**src/drp_pkg.sv**
```systemverilog
package drp_pkg;
    // geometry
    localparam int          CHANNELS  = 2;
    localparam int          PTR_W     = 16;
    localparam int          ADDR_W    = 22;
    localparam int          DATA_W    = 32;
    localparam int          IDX_W     = 20;

    // register indices; byte address is four times the index
    localparam logic [19:0] IDX_PTR_CH0 = 20'hfffb2;
    localparam logic [19:0] IDX_PTR_CH1 = 20'hfffb4;
    localparam logic [19:0] IDX_MODE    = 20'hfffb6;
    localparam logic [19:0] IDX_STATUS  = 20'hfffb7;
    localparam logic [19:0] PTR_IDX [CHANNELS] = '{IDX_PTR_CH0, IDX_PTR_CH1};

    // field layout of a pointer word: low byte on lane 0, high byte on lane 1
    localparam int          LANE_LOW  = 0;
    localparam int          LANE_HIGH = 1;

    // reset values
    localparam logic [15:0] PTR_RESET  = 16'h0000;
    localparam logic [1:0]  MODE_RESET = 2'h0;

    // increments per transferred unit
    localparam logic [15:0] STEP_BYTE = 16'h0001;
    localparam logic [15:0] STEP_WORD = 16'h0002;

    // bus answers
    localparam logic [1:0]  RESP_OKAY   = 2'h0;
    localparam logic [1:0]  RESP_SLVERR = 2'h2;
endpackage

```
**src/drp_ptr_if.sv**
```systemverilog
`timescale 1ns/1ps
interface drp_ptr_if;
    logic        wrLow;
    logic        wrHigh;
    logic [15:0] wrData;
    logic        wordMode;
    logic        active;
    logic        step;
    logic [15:0] ptr;
    logic [15:0] ramAddr;

    modport host (
        output wrLow, wrHigh, wrData, wordMode, active, step,
        input  ptr, ramAddr
    );
    modport chan (
        input  wrLow, wrHigh, wrData, wordMode, active, step,
        output ptr, ramAddr
    );
endinterface

```
**src/drp_channel.sv**
```systemverilog
`timescale 1ns/1ps
module drp_channel
    import drp_pkg::*;
(
    // clock and reset
    input  wire logic clk_sys,
    input  wire logic reset,
    // pointer port
    drp_ptr_if.chan   port
);
    logic [15:0] stepVal;
    logic [7:0]  nextLow;
    logic [7:0]  nextHigh;
    logic [15:0] next_ptr;
    logic [15:0] next_addr;

    assign stepVal   = port.wordMode ? STEP_WORD : STEP_BYTE;
    assign nextLow   = port.wrLow  ? port.wrData[7:0]  : port.ptr[7:0];
    assign nextHigh  = port.wrHigh ? port.wrData[15:8] : port.ptr[15:8];
    // while active the sequencer owns the pointer; cpu writes fall away
    assign next_ptr  = port.active ? (port.step ? port.ptr + stepVal : port.ptr)
                                   : {nextHigh, nextLow};
    // word accesses ignore bit zero; the stored pointer keeps it for readback
    assign next_addr = port.wordMode ? {next_ptr[15:1], 1'b0} : next_ptr;

    always_ff @(posedge clk_sys) begin
        if (reset) begin
            port.ptr     <= PTR_RESET;
            port.ramAddr <= PTR_RESET;
        end else begin
            port.ptr     <= next_ptr;
            port.ramAddr <= next_addr;
        end
    end

    a_byte_step: assert property (
        @(posedge clk_sys) disable iff (reset)
        port.active && port.step && !port.wordMode |=> port.ptr == $past(port.ptr) + STEP_BYTE)
        else $error("byte step not one");

    a_word_step: assert property (
        @(posedge clk_sys) disable iff (reset)
        port.active && port.step && port.wordMode |=> port.ptr == $past(port.ptr) + STEP_WORD)
        else $error("word step not two");

    a_write_blocked: assert property (
        @(posedge clk_sys) disable iff (reset)
        port.active && !port.step ##1 port.active && !port.step |=> port.ptr == $past(port.ptr, 2))
        else $error("pointer moved during transfer without step");

    a_even_word: assert property (
        @(posedge clk_sys) disable iff (reset)
        port.wordMode |=> !port.ramAddr[0])
        else $error("odd address in word mode");

    a_first_addr: assert property (
        @(posedge clk_sys) disable iff (reset)
        $rose(port.active) && !$past(port.wordMode) |-> port.ramAddr == port.ptr)
        else $error("first address differs from pointer");

    a_reset_clear: assert property (
        @(posedge clk_sys)
        reset |=> port.ptr == PTR_RESET)
        else $error("pointer not cleared by reset");

    a_low_byte: assert property (
        @(posedge clk_sys) disable iff (reset)
        !port.active && port.wrLow && !port.wrHigh
        |=> port.ptr == {$past(port.ptr[15:8]), $past(port.wrData[7:0])})
        else $error("low byte write wrong");

    a_high_byte: assert property (
        @(posedge clk_sys) disable iff (reset)
        !port.active && port.wrHigh && !port.wrLow
        |=> port.ptr == {$past(port.wrData[15:8]), $past(port.ptr[7:0])})
        else $error("high byte write wrong");
endmodule // drp_channel

```
**src/drp_top.sv**
```systemverilog
// Function
// - each dma channel has a 16-bit pointer naming its ram source or destination.
// - the pointer keeps only the low 16 bits of the ram address.
// - after each unit the pointer steps by one in byte mode, two in word mode.
// - the first ram access uses the pointer value held at transfer start.
// - after the last unit the pointer rests at last address plus step; an odd word-mode pointer keeps bit zero and rests one above.
// - word mode ignores bit zero and accesses an even address.
// - the pointer is read and written as a whole word or separate bytes.
// - reset clears every pointer to zero.
// - channel 0 pointer at fffb2/fffb3, channel 1 at fffb4/fffb5.
// - two independent pointers exist, for channels zero and one.
//
// The AXI4-Lite register port was left to the implementer.
`timescale 1ns/1ps
module drp_top
    import drp_pkg::*;
(
    // clock and reset
    input  wire  logic                      clk_sys,
    input  wire  logic                      reset,
    // axi4-lite write address
    input  wire  logic [ADDR_W-1:0]         s_axi_awaddr,
    input  wire  logic                      s_axi_awvalid,
    output logic                            s_axi_awready,
    // axi4-lite write data
    input  wire  logic [DATA_W-1:0]         s_axi_wdata,
    input  wire  logic [DATA_W/8-1:0]       s_axi_wstrb,
    input  wire  logic                      s_axi_wvalid,
    output logic                            s_axi_wready,
    // axi4-lite write response
    output logic [1:0]                      s_axi_bresp,
    output logic                            s_axi_bvalid,
    input  wire  logic                      s_axi_bready,
    // axi4-lite read address
    input  wire  logic [ADDR_W-1:0]         s_axi_araddr,
    input  wire  logic                      s_axi_arvalid,
    output logic                            s_axi_arready,
    // axi4-lite read data
    output logic [DATA_W-1:0]               s_axi_rdata,
    output logic [1:0]                      s_axi_rresp,
    output logic                            s_axi_rvalid,
    input  wire  logic                      s_axi_rready,
    // transfer sequencer
    input  wire  logic [CHANNELS-1:0]       xferActive,
    input  wire  logic [CHANNELS-1:0]       unitDone,
    output logic [CHANNELS-1:0]             wordMode,
    output logic [CHANNELS*PTR_W-1:0]       ramAddr
);
    logic                  awHeld;
    logic                  wHeld;
    logic [ADDR_W-1:0]     awAddr;
    logic [DATA_W-1:0]     wData;
    logic [DATA_W/8-1:0]   wStrb;
    logic [CHANNELS-1:0]   mode;

    logic                  doWrite;
    logic [IDX_W-1:0]      wIdx;
    logic [IDX_W-1:0]      rIdx;
    logic [CHANNELS-1:0]   wHitPtr;
    logic [CHANNELS-1:0]   rHitPtr;
    logic                  wHitMode;
    logic                  wHitStatus;
    logic                  rHitMode;
    logic                  rHitStatus;
    logic                  wMapped;
    logic                  rMapped;
    logic                  arTake;
    logic [DATA_W-1:0]     rdAcc [CHANNELS+1];
    logic [DATA_W-1:0]     next_rdata;

    drp_ptr_if pif [CHANNELS] ();

    // write waits for both address and data; either may come first
    assign doWrite    = awHeld & wHeld & ~s_axi_bvalid;
    assign wIdx       = awAddr[ADDR_W-1:2];
    assign rIdx       = s_axi_araddr[ADDR_W-1:2];
    assign wHitMode   = (wIdx == IDX_MODE);
    assign wHitStatus = (wIdx == IDX_STATUS);
    assign rHitMode   = (rIdx == IDX_MODE);
    assign rHitStatus = (rIdx == IDX_STATUS);
    assign wMapped    = (|wHitPtr) | wHitMode | wHitStatus;
    assign rMapped    = (|rHitPtr) | rHitMode | rHitStatus;
    assign arTake     = s_axi_arvalid & s_axi_arready;
    assign rdAcc[0]   = rHitMode ? DATA_W'(mode) : (rHitStatus ? DATA_W'(xferActive) : '0);
    assign next_rdata = rdAcc[CHANNELS];

    genvar c;
    generate
        for (c = 0; c < CHANNELS; c++) begin : g_chan
            assign wHitPtr[c]     = (wIdx == PTR_IDX[c]);
            assign rHitPtr[c]     = (rIdx == PTR_IDX[c]);
            // the active gate inside the channel is what drops blocked writes
            assign pif[c].wrLow    = doWrite & wHitPtr[c] & wStrb[LANE_LOW];
            assign pif[c].wrHigh   = doWrite & wHitPtr[c] & wStrb[LANE_HIGH];
            assign pif[c].wrData   = wData[PTR_W-1:0];
            assign pif[c].wordMode = mode[c];
            assign pif[c].active   = xferActive[c];
            assign pif[c].step     = unitDone[c];
            assign rdAcc[c+1]      = rdAcc[c] | (rHitPtr[c] ? DATA_W'(pif[c].ptr) : '0);
            assign ramAddr[c*PTR_W +: PTR_W] = pif[c].ramAddr;

            drp_channel u_chan (
                .clk_sys (clk_sys),
                .reset   (reset),
                .port    (pif[c])
            );
        end
    endgenerate

    assign wordMode = mode;

    // write address and data capture
    always_ff @(posedge clk_sys) begin
        if (reset) begin
            awHeld        <= 1'b0;
            s_axi_awready <= 1'b1;
            awAddr        <= '0;
        end else if (s_axi_awvalid && s_axi_awready) begin
            awHeld        <= 1'b1;
            s_axi_awready <= 1'b0;
            awAddr        <= s_axi_awaddr;
        end else if (doWrite) begin
            awHeld        <= 1'b0;
        end else if (s_axi_bvalid && s_axi_bready) begin
            s_axi_awready <= 1'b1;
        end
    end

    always_ff @(posedge clk_sys) begin
        if (reset) begin
            wHeld        <= 1'b0;
            s_axi_wready <= 1'b1;
            wData        <= '0;
            wStrb        <= '0;
        end else if (s_axi_wvalid && s_axi_wready) begin
            wHeld        <= 1'b1;
            s_axi_wready <= 1'b0;
            wData        <= s_axi_wdata;
            wStrb        <= s_axi_wstrb;
        end else if (doWrite) begin
            wHeld        <= 1'b0;
        end else if (s_axi_bvalid && s_axi_bready) begin
            s_axi_wready <= 1'b1;
        end
    end

    // write response; a dropped write still answers okay, the bus has no busy code
    always_ff @(posedge clk_sys) begin
        if (reset) begin
            s_axi_bvalid <= 1'b0;
            s_axi_bresp  <= RESP_OKAY;
        end else if (doWrite) begin
            s_axi_bvalid <= 1'b1;
            s_axi_bresp  <= wMapped ? RESP_OKAY : RESP_SLVERR;
        end else if (s_axi_bready) begin
            s_axi_bvalid <= 1'b0;
        end
    end

    // mode register, lane 0 only
    always_ff @(posedge clk_sys) begin
        if (reset) begin
            mode <= MODE_RESET[CHANNELS-1:0];
        end else if (doWrite && wHitMode && wStrb[LANE_LOW]) begin
            mode <= wData[CHANNELS-1:0];
        end
    end

    // read channel, one cycle from address to data
    always_ff @(posedge clk_sys) begin
        if (reset) begin
            s_axi_arready <= 1'b1;
            s_axi_rvalid  <= 1'b0;
            s_axi_rdata   <= '0;
            s_axi_rresp   <= RESP_OKAY;
        end else if (arTake) begin
            s_axi_arready <= 1'b0;
            s_axi_rvalid  <= 1'b1;
            s_axi_rdata   <= next_rdata;
            s_axi_rresp   <= rMapped ? RESP_OKAY : RESP_SLVERR;
        end else if (s_axi_rvalid && s_axi_rready) begin
            s_axi_arready <= 1'b1;
            s_axi_rvalid  <= 1'b0;
        end
    end

    a_read_ch0: assert property (
        @(posedge clk_sys) disable iff (reset)
        arTake && s_axi_araddr == {IDX_PTR_CH0, 2'b00}
        |=> s_axi_rvalid && s_axi_rdata == DATA_W'($past(pif[0].ptr)))
        else $error("channel 0 pointer read wrong");

    a_read_ch1: assert property (
        @(posedge clk_sys) disable iff (reset)
        arTake && s_axi_araddr == {IDX_PTR_CH1, 2'b00}
        |=> s_axi_rvalid && s_axi_rdata == DATA_W'($past(pif[1].ptr)))
        else $error("channel 1 pointer read wrong");

    a_blocked_write: assert property (
        @(posedge clk_sys) disable iff (reset)
        doWrite && wHitPtr[0] && xferActive[0] && !unitDone[0]
        |=> pif[0].ptr == $past(pif[0].ptr) && s_axi_bresp == RESP_OKAY)
        else $error("write during transfer changed pointer");

    a_word_write: assert property (
        @(posedge clk_sys) disable iff (reset)
        doWrite && wHitPtr[1] && !xferActive[1] && wStrb[1:0] == 2'h3
        |=> pif[1].ptr == $past(wData[PTR_W-1:0]))
        else $error("word write to channel 1 wrong");

    a_unmapped_err: assert property (
        @(posedge clk_sys) disable iff (reset)
        doWrite && !wMapped |=> s_axi_bvalid && s_axi_bresp == RESP_SLVERR)
        else $error("unmapped write not refused");

    a_bvalid_hold: assert property (
        @(posedge clk_sys) disable iff (reset)
        s_axi_bvalid && !s_axi_bready |=> s_axi_bvalid && $stable(s_axi_bresp))
        else $error("write response dropped early");

    a_rvalid_hold: assert property (
        @(posedge clk_sys) disable iff (reset)
        s_axi_rvalid && !s_axi_rready |=> s_axi_rvalid && $stable(s_axi_rdata))
        else $error("read data dropped early");

    a_channels_apart: assert property (
        @(posedge clk_sys) disable iff (reset)
        !xferActive[1] && !pif[1].wrLow && !pif[1].wrHigh && unitDone[0] && xferActive[0]
        |=> pif[1].ptr == $past(pif[1].ptr))
        else $error("channel 1 moved on channel 0 activity");

    a_aw_taken: assert property (
        @(posedge clk_sys) disable iff (reset)
        s_axi_awvalid && s_axi_awready |=> !s_axi_awready && awHeld)
        else $error("write address not held after take");

    a_w_taken: assert property (
        @(posedge clk_sys) disable iff (reset)
        s_axi_wvalid && s_axi_wready |=> !s_axi_wready && wHeld)
        else $error("write data not held after take");

    a_write_answer: assert property (
        @(posedge clk_sys) disable iff (reset)
        doWrite |=> s_axi_bvalid && !awHeld && !wHeld)
        else $error("write not answered");

    a_b_done: assert property (
        @(posedge clk_sys) disable iff (reset)
        s_axi_bvalid && s_axi_bready |=> !s_axi_bvalid && s_axi_awready && s_axi_wready)
        else $error("write channel not reopened");

    a_ar_taken: assert property (
        @(posedge clk_sys) disable iff (reset)
        arTake |=> s_axi_rvalid && !s_axi_arready)
        else $error("read not answered next cycle");

    a_r_done: assert property (
        @(posedge clk_sys) disable iff (reset)
        s_axi_rvalid && s_axi_rready |=> !s_axi_rvalid && s_axi_arready)
        else $error("read channel not reopened");

    a_read_unmapped: assert property (
        @(posedge clk_sys) disable iff (reset)
        arTake && !rMapped |=> s_axi_rresp == RESP_SLVERR)
        else $error("unmapped read not refused");

    a_status_read: assert property (
        @(posedge clk_sys) disable iff (reset)
        arTake && rHitStatus |=> s_axi_rdata == DATA_W'($past(xferActive)))
        else $error("status read wrong");

    a_mode_write: assert property (
        @(posedge clk_sys) disable iff (reset)
        doWrite && wHitMode && wStrb[LANE_LOW] |=> wordMode == $past(wData[CHANNELS-1:0]))
        else $error("mode write not stored");

    a_blocked_ch1: assert property (
        @(posedge clk_sys) disable iff (reset)
        doWrite && wHitPtr[1] && xferActive[1] && !unitDone[1]
        |=> pif[1].ptr == $past(pif[1].ptr))
        else $error("write during transfer changed channel 1");

    a_addr_byte0: assert property (
        @(posedge clk_sys) disable iff (reset)
        !mode[0] |=> ramAddr[PTR_W-1:0] == pif[0].ptr)
        else $error("byte mode address differs from pointer");

    a_idle_step: assert property (
        @(posedge clk_sys) disable iff (reset)
        !xferActive[1] && unitDone[1] && !pif[1].wrLow && !pif[1].wrHigh
        |=> pif[1].ptr == $past(pif[1].ptr))
        else $error("pointer stepped outside a transfer");
endmodule // drp_top

```
**config.mk**
```make
export PLATFORM = sky130hd
export DESIGN_NAME = drp_top
export DESIGN_NICKNAME = d
export VERILOG_FILES = /design/src/drp_pkg.sv /design/src/drp_ptr_if.sv /design/src/drp_channel.sv /design/src/drp_top.sv
export SDC_FILE = /design/constraint.sdc
export NUM_CORES = 1
export LEC_CHECK = 0
export ABC_AREA = 0
export BUFFER_PORTS_ARGS = -buffer_cell sky130_fd_sc_hd__buf_2
export CORE_MARGIN = 1.5
export CORE_UTILIZATION = 30
export CTS_CLUSTER_DIAMETER = 120
export DETAILED_ROUTE_END_ITERATION = 16
export PLACE_DENSITY = 0.53
export SKIP_LAST_GASP = 1
export SLEW_MARGIN = 15
export SYNTH_ARGS = -nofsm -noshare
export SYNTH_HDL_FRONTEND = slang
export SYNTH_HIERARCHICAL = 1
export SYNTH_SLANG_ARGS = --single-unit
```
**constraint.sdc**
```tcl
create_clock -name clk_sys -period 5.4 [get_ports clk_sys]
set_clock_uncertainty 0.15 [all_clocks]
set_input_delay 0.54 -clock clk_sys [delete_from_list [all_inputs] [get_ports clk_sys]]
set_output_delay 0.54 -clock clk_sys [all_outputs]
set_load 0.05 [all_outputs]
```
==> results of run 1 <==
layout by cell type, fill, tap and decap left out, types with 8 or more instances in the layout:
cell type,n
and2_1,8
a31oi_1,29
inv_1,14
o21ai_0,20
nand2_1,107
and4bb_2,10
dfxtp_1,99
nand3_1,9
a211oi_1,17
a22oi_1,11
nor2_1,33
conb_1,18
nand4_1,30
clkbuf_16,9
buf_2,125
a21oi_1,73
per-stage QoR:
step | area, um^2 | instances
after floorplan | 5550 | 690
after global placement | 5876 | 954
after detailed placement | 5876 | 954
after CTS | 6191 | 970
after global routing | 6191 | 970
final | 6196 | 972
critical path, delay by kind of cell, from the launching register on:
family | cells | cell delay [ns]
AND/OR/NAND/NOR | 6 | 2.18
AO/OA/AOI/OAI | 2 | 0.41
flip-flops | 1 | 0.36
report_power, final:
part / switching, uW / internal (uW) / leakage, uW
combinational: 171 / 67.3 / 0.00147
sequential: 26.4 / 763 / 0.000809
clock: 292 / 398 / 0.000148
cells by family after synthesis:
| group | share of synthesized area |
|---|---|
| AO/OA/AOI/OAI | 0.2073 |
| XOR/XNOR | 0.003193 |
| adder cells (fa/ha/maj) | 0.01642 |
| buffers and inverters | 0.1238 |
| flip-flops | 0.3612 |
| multiplexers | 0.01095 |
| other | 0.0006835 |
| AND/OR/NAND/NOR | 0.2764 |
sequential cells by signal (all words and copies together), names as in the netlist, 2 cells and up:
name and flops:
g_chan.u_chan/port.ptr 32, awAddr 20, s_axi_rdata 16, wData 16, g_chan.u_chan/port.ramAddr 2, wStrb 2, wordMode 2
final cells by class:
type	count	area share
clock buffer	13	0.04362
tap	229	0.04624
multi-input combinational	484	0.4671
sequential	99	0.3199
antenna	2	0.0008078
clock inverter	3	0.007270
timing repair buffer	128	0.1066
inverter	14	0.008481
how the worst min path moves through the flow:
| stage | from | to | slack (ns) |
|---|---|---|---|
| 2_1_floorplan | awAddr[8] | awAddr[8] | 0.28 |
| 3_3_place_gp | awAddr[8] | awAddr[8] | 0.29 |
| 3_5_place_dp | awAddr[5] | awAddr[5] | 0.30 |
| 4_1_cts | s_axi_wdata[1] | wData[1] | 0.25 |
| 5_1_grt | s_axi_wdata[1] | wData[1] | 0.26 |
| 6_report | s_axi_awaddr[20] | awAddr[20] | 0.27 |
per-layer routing:
layer  vias up  wire (um)  track usage
met5         -         26            0
met4         4        299      0.05152
met3        21       1147      0.05611
met2       183       7623       0.2768
met1      2302       7582       0.2273
li1       2515          -            -
==> metrics.txt, run 1 <==
Register Area=roughly 0.0020 mm^2; crit-path cells=nand3b_4, nor4_4, nand2_1, nor4b_1, nor2b_1, nor2_1, a222oi_1, a21oi_1; post-DP HPWL=roughly 12 mm; row count=49; Worst path slowest cell=nor2b_1; Setup TNS=0 ns; Die Span X=roughly 140 um; DP Worst Slack=around 2.3 ns; Seq cells post-synth=between 90 and 100; root buffer cell=clkbuf_16; Fmax=approximately 310 MHz; CP startpoint=s_axi_bvalid; Iter 0 DRT Violations=about 240; vias in the first global route=4,751; deepest clock path buffer count=2; Reg clk slew, reported paths=roughly 0.07 ns; clock sinks=approximately 100; worst hold slack=about 0.27 ns; CTS buffer count=9; Overflow after GRT=0; Tot GR Track Use=0.1747; Synth top cells by count=nand2_1, dfxtp_1, a21oi_1; final core occ=0.3449; Final min period=roughly 3.2 ns; CTS resizes=0; WL/cell=17.16 um; Lkg Pwr=about 0.0024 uW; hold buffers post-CTS=0; vias post-DR=5,025; CP endpoint=g_chan[0].u_chan/port.ptr[12]; Synth area leader=dfxtp_1; Post-synth ARST share=0; largest cells by area after synthesis=dfxtp_1, nand2_1, buf_4; CP required=~5.5 ns; die height=between 100 and 150 um; PortBufs=about 130; initial antenna violation count=3; Netlist cell types=70; Cell Area, Synth=roughly 0.0055 mm^2; Skew-Pair Late Insertion Delay=around 0.36 ns; first-pass GRT wire length=between 20 and 30 mm; drt total wl=~17 mm; Vias per Instance=between 5 and 6; 1st-pass router iterations=4; Initial Util=0.3054; Hold Crit Class=in -> reg; YS warnings=6; hold depth=3; Crit Reg-Reg Startpoint=s_axi_bvalid; Worst Tran Pin Value=1.008 ns; drt drc=0; largest net degree at the start of global routing=56; NumNets Final=approximately 830; total power=between 1500 and 2000 uW; RSZ-0062 raised after global routing=false; layout cell share with drive strength beyond 1=0.2281; multi-input logic area=between 0.002 and 0.003 mm^2; r2r setup slk=between 2 and 2.5 ns; mean area per synthesized cell=between 8 and 9 um^2; Worst R2R End=g_chan[0].u_chan/port.ptr[12]; TritonCTS clock tree=built; top_reg_cell synth=dfxtp_1; I/O pin total=166; fin. max-slew vios=0; Post-synth EDFFs=0; CTS H-Tree Depth=3; Mapped Cells=a little under 700; Crit Path Max Fanout=10; Core ar.=roughly 0.018 mm^2; setup bufs post-CTS=0; Arr. time, crit path=3.30 ns; Tcrit/Tclk final=0.5942; Max-slew headroom=0.3282; die area=0.01911 mm^2; Syn-to-layout area delta=12.93%; fillcell total=1,976; kind of critical path=reg -> reg; max incr delay on CP=0.66 ns; crit start category=flip-flop; Cell Pwr Density=between 200 and 300 mW/mm^2; setup ws final=about 2.2 ns; count leader, synth=nand2_1; final hold vios=0; sequential share of the synthesized area=0.3612; gpl congestion=0.7982; max_cap viols=0; crit path capture type=flip-flop; Synth top area share=0.3612; Reg2Reg Depth=8; setup violators final=0; Peak VDD IR=0.1729 mV; status=finished clean; Final ANT Viol Nets=0
(Power assumes the default switching activity.)
==> run 2: changes to the inputs <==
==> constraint.sdc (replaced) <==
create_clock -name clk_sys -period 3.1 [get_ports clk_sys]
set_clock_uncertainty 0.15 [all_clocks]
set_input_delay 0.31 -clock clk_sys [delete_from_list [all_inputs] [get_ports clk_sys]]
set_output_delay 0.31 -clock clk_sys [all_outputs]
set_load 0.05 [all_outputs]
==> run 2 against run 1 <==
Against the previous run: die area did not move; hold slack lost 0.22 ns; design area grew 1.2%; first-iteration DRC count is 5.5% higher; total power grew 78%; critical endpoint is now g_chan[1].u_chan/port.ptr[12].
==> metrics.txt, run 2 (same netlist as run 1, synthesis figures left out) <==
status=finished clean (unchanged); Lkg Pwr=0.002481 uW (was 0.002428 uW); commonest non-fill, non-tap cell in the layout=buf_2 (unchanged); initial antenna violation count=2 (was 3); Peak VDD IR=0.2983 mV (was 0.1729 mV); TritonCTS clock tree=built (unchanged); Arr. time, crit path=2.86 ns (was 3.30 ns); drt drc=0 (unchanged); Vias per Instance=5.205 (was 5.170); Syn-to-layout area delta=14.28% (was 12.93%); Crit Path Max Fanout=7 (was 10); Core ar.=0.01796 mm^2 (unchanged); final core occ=0.3490 (was 0.3449); Cell Pwr Density=486.1 mW/mm^2 (was 277.0 mW/mm^2); Worst path slowest cell=nor4b_1 (was nor2b_1); kind of critical path=reg -> reg (unchanged); hold buffers post-CTS=0 (unchanged); vias post-DR=5,101 (was 5,025); biggest regs=g_chan.u_chan/port.ptr: 32 flops, awAddr: 20 flops (unchanged); setup violators final=0 (unchanged); die height=138.2 um (unchanged); setup bufs post-CTS=0 (unchanged); 1st-pass router iterations=5 (was 4); post-route insts no fill=980 (was 972); die area=0.01911 mm^2 (unchanged); number of flip-flops in the largest register=32 (unchanged); number of instances in the placed design=962 (was 954); critical path buffer and inverter count=0 (unchanged); Max-slew headroom=0.2701 (was 0.3282); largest net degree at the start of global routing=53 (was 56); Overflow after GRT=0 (unchanged); fillcell total=1,930 (was 1,976); Hold Crit Start=s_axi_wdata[4] (was s_axi_awaddr[20]); multi-input logic area=0.002894 mm^2 (unchanged); crit-path cells=nand4_1, nor4_4, nand2_1, nor4b_1, mux2i_1, a22oi_1, a21o_1, a21oi_1 (was nand3b_4, nor4_4, nand2_1, nor4b_1, nor2b_1, nor2_1, a222oi_1, a21oi_1); post-DP HPWL=12.07 mm (was 12.01 mm); Hold Crit Class=in -> reg (unchanged); I/O pin total=166 (unchanged); layout cell share with drive strength beyond 1=0.2363 (was 0.2281); PortBufs=125 (unchanged); fin. max-slew vios=0 (unchanged); Register Area=0.001982 mm^2 (unchanged); Reg clk slew, reported paths=0.07 ns (about the same); Skew-Pair Late Insertion Delay=0.36 ns (about the same); hold depth=3 (unchanged); Crit Reg-Reg Startpoint=awAddr[7] (was s_axi_bvalid); first-pass GRT wire length=26.33 mm (was 26.39 mm); Tot GR Track Use=0.1734 (was 0.1747); deepest clock path buffer count=2 (unchanged); crit path capture type=flip-flop (unchanged); commonest cells after routing, fill and taps aside=buf_2, nand2_1, dfxtp_1 (unchanged); WL/cell=17.06 um (was 17.16 um); max incr delay on CP=0.60 ns (was 0.66 ns); CTS H-Tree Depth=3 (unchanged); CTS resizes=0 (unchanged); CP startpoint=awAddr[7] (was s_axi_bvalid); clock sinks=99 (unchanged); CTS buffer count=9 (unchanged); Worst Hold Endpoint=wData[4] (was awAddr[20]); NumNets Final=841 (was 833); vias in the first global route=4,699 (was 4,751); root buffer cell=clkbuf_16 (unchanged); Iter 0 DRT Violations=249 (was 236); Worst R2R End=g_chan[1].u_chan/port.ptr[12] (was g_chan[0].u_chan/port.ptr[12]); Largest Register=g_chan.u_chan/port.ptr (unchanged); gpl congestion=0.7761 (was 0.7982); drt total wl=16.72 mm (was 16.68 mm); Fmax=361.3 MHz (was 311.6 MHz); Initial Util=0.3054 (unchanged); row count=49 (unchanged); r2r setup slk=0.33 ns (was 2.19 ns); setup ws final=0.3322 ns (was 2.191 ns); CP required=3.19 ns (was 5.49 ns); Tcrit/Tclk final=0.8928 (was 0.5942); Die Span X=138.2 um (unchanged); Reg2Reg Depth=8 (unchanged); Final ANT Viol Nets=0 (unchanged); Final min period=2.768 ns (was 3.209 ns); DP Worst Slack=0.3801 ns (was 2.268 ns); Worst Tran Pin Value=1.095 ns (was 1.008 ns); crit start category=flip-flop (unchanged); Crit path max-delay family=simple AND/OR/NAND/NOR gates (unchanged); RSZ-0062 raised after global routing=false (unchanged); max_cap viols=0 (unchanged); final hold vios=0 (unchanged); Setup TNS=0 ns (unchanged)
==> run 2: cell count changes in the layout (fill, tap and decap cells not counted), sizes merged <==
cell / change
clkinv: +1
bufinv: +1
clkbuf: -1
buf: +8
clkinvlp: -1
==> run 2: worst min-delay path: cells and delay by family <==
| family | cells | cell delay (ns) |
|---|---|---|
| buffers and inverters | 1 | 0.10 |
| and+or+nand+nor | 1 | 0.05 |
| AOI/OAI and AO/OA | 1 | 0.05 |
==> run 2: per-layer routing <==
layer,part of all wire,vias up,GRT usage
met5,0.00066,-,0
met4,0.032,2,0.06925
met3,0.068,29,0.04849
met2,0.44,193,0.2689
met1,0.46,2344,0.2280
li1,-,2533,-
==> run 2: power breakdown <==
group	internal (uW)	total, uW	switching [uW]	leakage [uW]
clock	751	1250	502	0.000159
combinational	120	422	302	0.00151
sequential	1330	1370	45.1	0.000809
total	2200	3050	849	0.00248
==> run 2: stage by stage <==
step / hold slack, ns / instance area (um^2) / power, uW
global placement: 0.2890 / 5936 / 1823
floorplan: 0.2723 / 5550 / 1715
global route: 0.04099 / 6265 / 3165
finish: 0.04384 / 6270 / 3048
detailed placement: 0.2960 / 5936 / 1827
CTS: 0.03079 / 6265 / 3076
==> run 2: cell type report <==
class	instances	share of cell area
antenna	2	0.0007982
sequential	99	0.3161
clock inverter	4	0.01157
timing repair buffer	136	0.1149
clock buffer	12	0.04091
multi-input combinational	484	0.4616
tap	229	0.04570
inverter	14	0.008382
==> run 2: worst max-delay path by stage <==
stage                                     to  slack (ns)  depth (start not counted)
6_report       g_chan[1].u_chan/port.ptr[12]        0.33                          8
5_1_grt        g_chan[1].u_chan/port.ptr[12]        0.09                          8
4_1_cts        g_chan[1].u_chan/port.ptr[15]        0.37                          8
3_5_place_dp   g_chan[1].u_chan/port.ptr[12]        0.38                          8
3_3_place_gp   g_chan[1].u_chan/port.ptr[12]        0.41                          8
2_1_floorplan  g_chan[0].u_chan/port.ptr[12]        0.51                          9
==> run 3: changes to the inputs <==
--- a/config.mk
+++ b/config.mk
@@ -6,12 +6,12 @@
 export NUM_CORES = 1
 export LEC_CHECK = 0
 export ABC_AREA = 0
-export BUFFER_PORTS_ARGS = -buffer_cell sky130_fd_sc_hd__buf_2
+export BUFFER_PORTS_ARGS = -buffer_cell sky130_fd_sc_hd__buf_4
 export CORE_MARGIN = 1.5
 export CORE_UTILIZATION = 30
 export CTS_CLUSTER_DIAMETER = 120
 export DETAILED_ROUTE_END_ITERATION = 16
-export PLACE_DENSITY = 0.53
+export PLACE_DENSITY_LB_ADDON = 0.15
 export SKIP_LAST_GASP = 1
 export SLEW_MARGIN = 15
 export SYNTH_ARGS = -nofsm -noshare
==> run 3 against run 2 <==
Against the previous run: maximum frequency up 9.6%; via count up 1.9%; sequential cell count unchanged; critical path type unchanged; largest power group unchanged.
==> metrics.txt, run 3 (same netlist as run 1, synthesis figures left out) <==
Setup TNS=0 ns (unchanged); max_cap viols=0 (unchanged); status=finished clean (unchanged); Placed Area=0.006228 mm^2 (was 0.005936 mm^2); Cell Pwr Density=456.5 mW/mm^2 (was 486.1 mW/mm^2); number of diodes=0 (was 2); CTS buffer count=9 (unchanged); layout cell share with drive strength beyond 1=0.2326 (was 0.2363); vias post-DR=5,196 (was 5,101); CP required=3.19 ns (about the same); hold buffers post-CTS=0 (unchanged); largest net degree at the start of global routing=64 (was 53); Final min period=2.524 ns (was 2.768 ns); root buffer cell=clkbuf_16 (unchanged); commonest cells after routing, fill and taps aside=buf_4, nand2_1, dfxtp_1 (was buf_2, nand2_1, dfxtp_1); I/O pin total=166 (unchanged); final hold vios=0 (unchanged); Tcrit/Tclk final=0.8143 (was 0.8928); Initial Util=0.3054 (unchanged); TritonCTS clock tree=built (unchanged); fillcell total=1,902 (was 1,930); Tot GR Track Use=0.1788 (was 0.1734); total power=2979 uW (was 3048 uW); Worst Tran Pin Value=0.8680 ns (was 1.095 ns); Reg clk slew, reported paths=0.07 ns (about the same); setup bufs post-CTS=0 (unchanged); NumNets Final=840 (was 841); CTS resizes=0 (unchanged); worst hold slack=0.04999 ns (was 0.04384 ns); deepest clock path buffer count=2 (unchanged); row count=49 (unchanged); initial antenna violation count=0 (was 2); first-pass GRT wire length=27.11 mm (was 26.33 mm); Overflow after GRT=0 (unchanged); vias in the first global route=4,858 (was 4,699); Skew-Pair Late Insertion Delay=0.35 ns (was 0.36 ns); Hold Crit Class=in -> reg (unchanged); Max-slew headroom=0.4182 (was 0.2701); post-DP HPWL=12.83 mm (was 12.07 mm); r2r setup slk=0.58 ns (was 0.33 ns); Syn-to-layout area delta=18.93% (was 14.28%); die area=0.01911 mm^2 (unchanged); Peak VDD IR=0.2975 mV (was 0.2983 mV); Arr. time, crit path=2.61 ns (was 2.86 ns); PortBufs=125 (unchanged); drt drc=0 (unchanged); Die Span X=138.2 um (unchanged); fin. max-slew vios=0 (unchanged); setup violators final=0 (unchanged); RSZ-0062 raised after global routing=false (unchanged); Vias per Instance=5.318 (was 5.205); clock sinks=99 (unchanged); die height=138.2 um (unchanged); Final ANT Viol Nets=0 (unchanged); gpl congestion=0.8234 (was 0.7761); drt total wl=17.27 mm (was 16.72 mm); Final Cell Area=0.006525 mm^2 (was 0.006270 mm^2); number of flip-flops in the largest register=32 (unchanged); kind of critical path=reg -> reg (unchanged); Iter 0 DRT Violations=230 (was 249); 1st-pass router iterations=4 (was 5); Fmax=396.1 MHz (was 361.3 MHz); Largest Register=g_chan.u_chan/port.ptr (unchanged); commonest non-fill, non-tap cell in the layout=buf_4 (was buf_2); CTS H-Tree Depth=3 (unchanged); crit start category=flip-flop (unchanged); WL/cell=17.68 um (was 17.06 um); Core ar.=0.01796 mm^2 (unchanged); Lkg Pwr=0.002515 uW (was 0.002481 uW); Crit Path Max Fanout=7 (unchanged); biggest regs=g_chan.u_chan/port.ptr: 32 flops, awAddr: 20 flops (unchanged); crit path capture type=flip-flop (unchanged)
==> run 3: final cells by class <==
cell class              instances  area (um^2)  share of cell area
clock buffers                  13        250.2             0.03835
clock inverters                 3        46.29            0.007095
inverters                      14        52.55            0.008054
multi-input cells             484         2894              0.4435
flip-flops and latches         99         1982              0.3037
well taps                     229        286.5             0.04391
repair buffers                135         1013              0.1553
==> run 3: path summary, 6_finish.rpt <==
| kind | from | endpoint | depth (start not counted) |
|---|---|---|---|
| worst min-delay path | s_axi_awaddr[12] | awAddr[12] | 3 |
| worst max-delay path | awAddr[20] | g_chan[0].u_chan/port.ptr[12] | 8 |
| worst min register to register | awAddr[19] | awAddr[19] | 2 |
| worst max register to register | awAddr[20] | g_chan[0].u_chan/port.ptr[12] | 8 |
==> run 3: worst max-delay path: stages (launching register included) <==
cell and delay (ns):
dfxtp_1 0.33, nand4_1 0.14, nor4_4 0.41, nand2_1 0.16
nor4b_1 0.46, nor2b_1 0.24, nor2_1 0.15, a222oi_1 0.26
a21oi_1 0.10
==> run 3: power breakdown <==
| part | internal, uW | switching [uW] |
|---|---|---|
| registers | 1330 | 50.1 |
| logic | 153 | 302 |
| clock network | 652 | 493 |
==> run 3: stage by stage <==
stage | worst slack, ns | std cells | utilization
floorplan | 0.5085 | 690 | -
global placement | 0.5732 | 961 | 0.3467
detailed placement | 0.5528 | 961 | 0.3467
CTS | 0.5206 | 977 | 0.3632
global route | 0.2736 | 977 | 0.3632
finish | 0.5757 | 977 | 0.3632
==> run 3: per-layer routing <==
layer  global-route usage  wire (um)  share of wire
met4              0.05983        395          0.023
met1               0.2286       7627           0.44
met2               0.2941       8267           0.48
met3              0.04503        983          0.057
met5                    0          0              0
